File: src/common/spisf_cfg.svh
`ifndef SPISF_CFG_SVH
`define SPISF_CFG_SVH

// ******************************************************
// register offsets
// ******************************************************
`define SPISF_ADDR_W          4
`define SPISF_OFS_CTRL1       4'h0
`define SPISF_OFS_CTRL2       4'h1
`define SPISF_OFS_STATUS      4'h3
`define SPISF_OFS_DATA_HI     4'h4
`define SPISF_OFS_DATA_LO     4'h5
`define SPISF_OFS_MATCH_HI    4'h6
`define SPISF_OFS_MATCH_LO    4'h7
`define SPISF_OFS_IRQ_MASK    4'h8
`define SPISF_OFS_IRQ_STATUS  4'h9

// ******************************************************
// field positions
// ******************************************************
`define SPISF_ST_RX_FULL      7
`define SPISF_ST_MATCH        6
`define SPISF_ST_TX_EMPTY     5
`define SPISF_ST_MODE_FAULT   4
`define SPISF_C1_MASTER       4
`define SPISF_C1_SEL_OUT_EN   1
`define SPISF_C2_FAULT_EN     4
`define SPISF_C2_FIFO_EN      0
`define SPISF_IRQ_RX_FULL     0
`define SPISF_IRQ_MATCH       1
`define SPISF_IRQ_TX_EMPTY    2
`define SPISF_IRQ_MODE_FAULT  3

// ******************************************************
// reset values
// ******************************************************
`define SPISF_RST_BYTE        8'h00
`define SPISF_RST_IRQ         4'h0
`define SPISF_RST_SYNC        1'h1

`endif

File: src/common/spisf_pkg.sv
package spisf_pkg;

    // ******************************************************
    // register port request
    // ******************************************************
    typedef struct packed {
        logic [3:0] addr;
        logic [7:0] wdata;
        logic       wr;
        logic       rd;
    } spisf_bus_s;

    typedef logic [7:0] spisf_byte_t;

endpackage

File: src/rtl/spisf_sync.sv
`timescale 1ns/1ps
`default_nettype none
`include "spisf_cfg.svh"

module spisf_sync (
    input  wire logic clk,
    input  wire logic reset,
    input  wire logic din,
    output logic      dout
);

    logic [1:0] stage;
    logic [1:0] next_stage;

    always_comb
    begin
        next_stage = {stage[0], din};
    end

    always_ff @(posedge clk or posedge reset)
    begin
        if (reset)
        begin
            stage <= {2{`SPISF_RST_SYNC}};
        end
        else
        begin
            stage <= next_stage;
        end
    end

    assign dout = stage[1];

endmodule
`default_nettype wire

File: src/rtl/spisf_top.sv
// Chosen here: the placing of the registers and the strobed register port.
`timescale 1ns/1ps
`default_nettype none
`include "spisf_cfg.svh"

module spisf_top #(
    parameter int FIFO_DEPTH = 4,
    parameter int DATA_W     = 16
) (
    input  wire logic                 clk,
    input  wire logic                 reset,
    input  wire spisf_pkg::spisf_bus_s bus,
    output logic [7:0]                rdata,
    output logic                      irq,
    input  wire logic                 ss_n_pin,
    input  wire logic                 shift_busy,
    input  wire logic                 shift_done,
    input  wire logic [DATA_W-1:0]    rx_word,
    output logic                      tx_load,
    output logic [DATA_W-1:0]         tx_word
);

    localparam int PW = (FIFO_DEPTH > 1) ? $clog2(FIFO_DEPTH) : 1;
    localparam int CW = $clog2(FIFO_DEPTH + 1);

    // ******************************************************
    // state
    // ******************************************************
    typedef struct packed {
        logic [FIFO_DEPTH-1:0][DATA_W-1:0] mem;
        logic [PW-1:0]                     wr_ptr;
        logic [PW-1:0]                     rd_ptr;
        logic [CW-1:0]                     count;
        spisf_pkg::spisf_byte_t            ctrl1;
        spisf_pkg::spisf_byte_t            ctrl2;
        spisf_pkg::spisf_byte_t            tx_high;
        logic [DATA_W-1:0]                 rx_buf;
        logic [DATA_W-1:0]                 match_val;
        logic                              rx_full;
        logic                              match_flag;
        logic                              mode_fault;
        logic                              tx_filled_q;
        logic                              arm_rx;
        logic                              arm_match;
        logic                              arm_tx;
        logic                              arm_fault;
        logic [3:0]                        irq_status;
        logic [3:0]                        irq_mask;
        spisf_pkg::spisf_byte_t            rdata;
        logic                              irq;
        logic                              tx_load;
        logic [DATA_W-1:0]                 tx_word;
    } spisf_state_s;

    spisf_state_s s;
    spisf_state_s next_s;

    logic ss_n_sync;
    logic fifo_on;
    logic tx_empty;
    logic fault_detect;
    logic capacity_free;
    logic data_write;
    logic push;
    logic pop;
    logic rx_set;
    logic match_set;
    logic fault_set;
    logic tx_empty_rise;
    logic [3:0] irq_events;
    spisf_pkg::spisf_byte_t status_byte;
    spisf_pkg::spisf_byte_t read_mux;

    // ******************************************************
    // pin synchroniser
    // ******************************************************
    // select pin idles high; the synchroniser resets to that level
    spisf_sync u_ss_sync (
        .clk   (clk),
        .reset (reset),
        .din   (ss_n_pin),
        .dout  (ss_n_sync)
    );

    // ******************************************************
    // derived conditions
    // ******************************************************
    always_comb
    begin
        fifo_on  = s.ctrl2[`SPISF_C2_FIFO_EN];
        // flag is empty-buffer or empty-fifo depending on mode
        tx_empty = (s.count == '0);
        fault_detect = s.ctrl1[`SPISF_C1_MASTER]
                     & s.ctrl2[`SPISF_C2_FAULT_EN]
                     & ~s.ctrl1[`SPISF_C1_SEL_OUT_EN];
        fault_set = fault_detect & ~ss_n_sync;
        // single-buffer mode holds one word, fifo mode the whole depth
        // switching fifo_enable does not flush words already queued
        if (fifo_on)
        begin
            capacity_free = (s.count < CW'(FIFO_DEPTH));
        end
        else
        begin
            capacity_free = (s.count == '0);
        end
        data_write = bus.wr & (bus.addr == `SPISF_OFS_DATA_LO);
        if (fifo_on)
        begin
            push = data_write & capacity_free;
        end
        else
        begin
            push = data_write & capacity_free & s.arm_tx;
        end
        // load the shifter when idle, one pulse per word
        pop = (s.count != '0) & ~shift_busy & ~s.tx_load;
        rx_set    = shift_done & ~fifo_on;
        match_set = rx_set & (rx_word == s.match_val);
        // kept as "not empty" so the all-zero reset state reads as empty
        // and no false rising edge is reported right after reset
        tx_empty_rise = tx_empty & s.tx_filled_q;
        irq_events = '0;
        irq_events[`SPISF_IRQ_RX_FULL]    = rx_set;
        irq_events[`SPISF_IRQ_MATCH]      = match_set;
        irq_events[`SPISF_IRQ_TX_EMPTY]   = tx_empty_rise;
        irq_events[`SPISF_IRQ_MODE_FAULT] = fault_set;
    end

    // ******************************************************
    // read mux
    // ******************************************************
    always_comb
    begin
        // unused status bits read as zero
        status_byte = `SPISF_RST_BYTE;
        status_byte[`SPISF_ST_RX_FULL]    = s.rx_full;
        status_byte[`SPISF_ST_MATCH]      = s.match_flag;
        status_byte[`SPISF_ST_TX_EMPTY]   = tx_empty;
        status_byte[`SPISF_ST_MODE_FAULT] = s.mode_fault;
        unique case (bus.addr)
            `SPISF_OFS_CTRL1:      read_mux = s.ctrl1;
            `SPISF_OFS_CTRL2:      read_mux = s.ctrl2;
            `SPISF_OFS_STATUS:     read_mux = status_byte;
            `SPISF_OFS_DATA_HI:    read_mux = s.rx_buf[DATA_W-1 -: 8];
            `SPISF_OFS_DATA_LO:    read_mux = s.rx_buf[7:0];
            `SPISF_OFS_MATCH_HI:   read_mux = s.match_val[DATA_W-1 -: 8];
            `SPISF_OFS_MATCH_LO:   read_mux = s.match_val[7:0];
            `SPISF_OFS_IRQ_MASK:   read_mux = {4'h0, s.irq_mask};
            `SPISF_OFS_IRQ_STATUS: read_mux = {4'h0, s.irq_status};
            default:               read_mux = `SPISF_RST_BYTE;
        endcase
    end

    // ******************************************************
    // next state
    // ******************************************************
    always_comb
    begin
        next_s = s;
        next_s.tx_filled_q = ~tx_empty;
        next_s.rdata      = bus.rd ? read_mux : `SPISF_RST_BYTE;
        next_s.tx_load    = pop;

        // plain control, data-high, match and interrupt mask registers
        if (bus.wr)
        begin
            unique case (bus.addr)
                `SPISF_OFS_CTRL1:    next_s.ctrl1 = bus.wdata;
                `SPISF_OFS_CTRL2:    next_s.ctrl2 = bus.wdata;
                `SPISF_OFS_DATA_HI:  next_s.tx_high = bus.wdata;
                `SPISF_OFS_MATCH_HI: next_s.match_val[DATA_W-1 -: 8] = bus.wdata;
                `SPISF_OFS_MATCH_LO: next_s.match_val[7:0] = bus.wdata;
                `SPISF_OFS_IRQ_MASK: next_s.irq_mask = bus.wdata[3:0];
                default:             next_s = next_s;
            endcase
        end

        // transmit buffer / fifo
        if (push)
        begin
            next_s.mem[s.wr_ptr] = DATA_W'({s.tx_high, bus.wdata});
            next_s.wr_ptr = (s.wr_ptr == PW'(FIFO_DEPTH - 1)) ? '0 : s.wr_ptr + 1'b1;
        end
        if (pop)
        begin
            next_s.tx_word = s.mem[s.rd_ptr];
            next_s.rd_ptr = (s.rd_ptr == PW'(FIFO_DEPTH - 1)) ? '0 : s.rd_ptr + 1'b1;
        end
        if (push & ~pop)
        begin
            next_s.count = s.count + 1'b1;
        end
        else if (pop & ~push)
        begin
            next_s.count = s.count - 1'b1;
        end

        // armed bits: a status read samples each flag
        // a read that sees a flag clear disarms it, so a stale arm never clears
        if (bus.rd & (bus.addr == `SPISF_OFS_STATUS))
        begin
            next_s.arm_rx    = s.rx_full;
            next_s.arm_match = s.match_flag;
            next_s.arm_tx    = tx_empty;
            next_s.arm_fault = s.mode_fault;
        end
        if (data_write)
        begin
            next_s.arm_tx = 1'b0;
        end

        // receive-full: armed read of the low data byte clears it
        if (bus.rd & (bus.addr == `SPISF_OFS_DATA_LO) & s.arm_rx)
        begin
            next_s.rx_full = 1'b0;
            next_s.arm_rx  = 1'b0;
        end
        if (rx_set)
        begin
            next_s.rx_full = 1'b1;
            next_s.rx_buf  = rx_word;
        end

        // match flag: armed write of one clears, new match wins
        if (bus.wr & (bus.addr == `SPISF_OFS_STATUS))
        begin
            if (s.arm_match & bus.wdata[`SPISF_ST_MATCH])
            begin
                next_s.match_flag = 1'b0;
            end
            next_s.arm_match = 1'b0;
        end
        if (match_set)
        begin
            next_s.match_flag = 1'b1;
        end

        // mode fault: armed write of control one clears, new fault wins
        // a select pin still low sets the flag again after the clear
        if (bus.wr & (bus.addr == `SPISF_OFS_CTRL1))
        begin
            if (s.arm_fault)
            begin
                next_s.mode_fault = 1'b0;
            end
            next_s.arm_fault = 1'b0;
        end
        if (fault_set)
        begin
            next_s.mode_fault = 1'b1;
        end

        // interrupt status: write one to clear, set wins
        // interrupt output moves on the same edge as the status bits
        if (bus.wr & (bus.addr == `SPISF_OFS_IRQ_STATUS))
        begin
            next_s.irq_status = s.irq_status & ~bus.wdata[3:0];
        end
        next_s.irq_status = next_s.irq_status | irq_events;
        next_s.irq = |(next_s.irq_status & next_s.irq_mask);
    end

    // ******************************************************
    // state register
    // ******************************************************
    always_ff @(posedge clk or posedge reset)
    begin
        if (reset)
        begin
            s <= '0;
        end
        else
        begin
            s <= next_s;
        end
    end

    // ******************************************************
    // outputs
    // ******************************************************
    assign rdata   = s.rdata;
    assign irq     = s.irq;
    assign tx_load = s.tx_load;
    assign tx_word = s.tx_word;

endmodule
`default_nettype wire

File: config.mk
export PLATFORM = sky130hd
export DESIGN_NAME = spisf_top
export DESIGN_NICKNAME = d
export VERILOG_FILES = /design/src/common/spisf_pkg.sv /design/src/rtl/spisf_sync.sv /design/src/rtl/spisf_top.sv
export VERILOG_INCLUDE_DIRS = /design/src /design/src/common
export SDC_FILE = /design/constraint.sdc
export NUM_CORES = 1
export LEC_CHECK = 0
export BUFFER_PORTS_ARGS = -buffer_cell sky130_fd_sc_hd__buf_2
export CAP_MARGIN = 0
export CORE_MARGIN = 2
export CORE_UTILIZATION = 42
export CTS_CLUSTER_DIAMETER = 60
export DETAILED_ROUTE_END_ITERATION = 8
export GPL_ROUTABILITY_DRIVEN = 0
export PLACE_DENSITY = 0.63
export SKIP_LAST_GASP = 1
export SYNTH_ARGS = -nofsm -noshare
export SYNTH_HDL_FRONTEND = slang
export SYNTH_SLANG_ARGS = --single-unit
export TNS_END_PERCENT = 100
File: constraint.sdc
create_clock -name clk -period 5.4 [get_ports clk]
set_input_delay 0.27 -clock clk [delete_from_list [all_inputs] [get_ports clk]]
set_output_delay 0.27 -clock clk [all_outputs]
set_load 0.01 [all_outputs]
==> out/results.ini <==
[sta]
fmax_mhz=319
tightest_slew_ps=1080
min_period_ps=3140
fin_setup_tns_ps=0
worst_clock_skew_ps=8.49
slew_headroom=0.282
setup_violations=0
hold_viol=0
slew_violations=0
rsz0062_at_grt=no
fin_crit_sh=0.581

[cells_and_area]
layout.nets=640
layoutNonFillerInstCount=845
diodes=0
fin_util=0.474
nFillCells=1608
multiInputGateArea_um2=3370
final_cell_mix=dfrtp_1 (169), mux2_2 (101), buf_2 (60), mux2_4 (40), mux4_2 (20)
layout-drive-gt1-share=0.437
register_area_um2=4280
layout_commonest_cell=dfrtp_1
stdcell_area_um2=8870
area_growth_pct=10.6

[job]
drv_cap=0

[synthesis]
ys_types=50
synth_top_area_frac=0.527
synthCells=568
ys_warn_count=0
yosys_most_used_dff=dfrtp_1
synth_seq_cells=171
avgSynthCellArea_um2=14.1
yosys-top-cells-area=dfrtp_1 (53%), mux2_2 (14%), mux2_4 (7.5%), mux4_2 (5.6%), buf_4 (2.2%)
synth_area_leader_cell=dfrtp_1
syn_area_um2=8020
async_flop_share=1.00
syn_nets=610
synth_seq_area_share=0.534
synth-edff-count=0

[global_routing]
grt_pass1_vias=4873
antenna_found_initial=0
grt_max_degree=120
track_usage=0.181
grt_pass1_wl_um=27600
grt-ovfl-total=0

[pwr]
cellLeakagePower_nw=4.30
total_power_mw=3.40
p_seq_frac=0.491
p_sw_frac=0.283
ir_worst_vdd_v=0.000236
comb_power_share=0.178
clkPwrFrac=0.331
power_density_nw_per_um2=383
p_int_mw=2.44
p_switching_uw=964

[routing]
final_antenna_net_count=0
drtIter0Drc=246
wl_um=17200
drc=0
num_vias=4610
routed_via_density=5.46
drt_first_pass_iters=4
wl_per_cell_um=20.4

[die]
die_y_um=142
start_util=0.429
dieArea_um2=20200
core_area_um2=18700
die_w_um=142
num_io_pins=61
rows=50

[setup_path]
arrival_ps=3490
cp.required_ps=5750
endpoint=s[100]$_DFFE_PP0P_
path_class=flip-flop to flip-flop
r2r_start=s[98]$_DFFE_PP0P_
startpoint_type=flip-flop
rr_worst_depth=8
slowest_delay_ps=870
critical_path.cell_chain=nor3_1 > or3_1 > ha_1 > inv_1 > fa_1 > xor2_1 > nor2_1 > xor2_1
critPathBufInv=1
rr_endpoint=s[100]$_DFFE_PP0P_
regToRegSetupSlack_ps=2260
crit_path_start=s[98]$_DFFE_PP0P_
end_kind=flip-flop
cp_top_family=simple AND/OR/NAND/NOR gates
cp_num_cells=8
crit_slowest_cell=or3_1
cpMostUsedCell=xor2_1
critical_path.max_fanout=21

[clock_tree]
cts_buffer_depth=2
clock-sinks=171
holdBufCountCts=1
clk_pin_slew_ps=60
cts_resized=0
cts_buffers=17
root_buffer=clkbuf_16
cts_tree=yes
cts_setup_buffers=0
htreeDepth=4
clock_latency_ps=430

[placement]
place_area_um2=8320
dp_cells=812
dp_hpwl_um=11400
io_buffers=60

[min_path]
hold_path.class=input pin to asynchronous set/reset pin

[run_status]
outcome=finished, final reports clean

-- worst min-delay path by stage --
stage,start,to,slack (ps),cells past startpoint
6_report,reset,s[31]$_DFF_PP0_,90,2
5_1_grt,rx_word[13],s[71]$_DFFE_PP0P_,100,2
4_1_cts,rx_word[0],s[58]$_DFFE_PP0P_,90,2
3_5_place_dp,u_ss_sync.stage[0]$_DFF_PP1_,u_ss_sync.stage[1]$_DFF_PP1_,350,0
3_3_place_gp,u_ss_sync.stage[0]$_DFF_PP1_,u_ss_sync.stage[1]$_DFF_PP1_,350,0
2_1_floorplan,ss_n_pin,u_ss_sync.stage[0]$_DFF_PP1_,270,0
-- stage by stage --
| step | hold WS [ps] | worst slack (ps) |
|---|---|---|
| floorplan | 274 | 502 |
| global placement | 350 | 2420 |
| detailed placement | 351 | 2230 |
| CTS | 87.1 | 2220 |
| global route | 96.0 | 1980 |
| finish | 90.0 | 2260 |
-- cell usage after synthesis, types with 3 or more instances --
library cell and count:
mux4_2 20, a21oi_1 11, nand3_1 16, o21ai_0 6, nor4_1 5, ha_1 6, buf_6 5, xor2_1 6
nor2b_1 6, a21o_1 3, nor3_1 10, dfrtp_1 169, nand2_4 4, o22ai_1 3, nand4_1 4, clkbuf_1 17
mux2_2 101, nor2_1 16, nand2_1 18, buf_1 6, mux2i_1 16, mux2_4 40, buf_4 24, inv_1 11
xnor2_1 13
-- worst reg2reg max path: cells and delay by family (launching register included) --
family	cells	cell delay, ps
XOR/XNOR	2	320
buffers and inverters	1	60
AND/OR/NAND/NOR	3	1530
flip-flops	1	440
adder cells (fa/ha/maj)	2	720
-- layout make-up --
type | instances | share of cell area
multi-input cells | 332 | 0.379
inverters | 11 | 0.00522
clock buffers | 24 | 0.0543
flip-flops and latches | 171 | 0.483
clock inverters | 8 | 0.00691
repair buffers | 65 | 0.0384
well taps | 234 | 0.0330
-- metal layers --
| layer | wire, um | vias to the layer above | GRT usage |
|---|---|---|---|
| met3 | 551 | 27 | 0.0410 |
| met5 | 0 | - | 0 |
| met4 | 389 | 0 | 0.0674 |
| met2 | 8260 | 89 | 0.286 |
| met1 | 8030 | 2414 | 0.246 |
| li1 | - | 2080 | - |
-- kinds of logic (layout without fill, tap and decap cells) --
kind of cell,Yosys count,count (layout),share of synthesized area
compound gates,36,36,0.0289
buf+inv,65,108,0.0466
flops,171,171,0.534
simple gates,93,93,0.0654
fa+ha+maj,7,7,0.0119
mux,177,177,0.293
xor+xnor,19,19,0.0207
-- power groups by stage --
stage               Sequential (mW)  Combinational [mW]  Clock [mW]
finish                         1.67               0.604        1.13
global route                   1.70               0.667        1.21
CTS                            1.67               0.614        1.15
detailed placement             1.69               0.610           0
global placement               1.68               0.589           0
floorplan                      1.60               0.522           0
No activity file was read; power rests on OpenSTA's default activity.
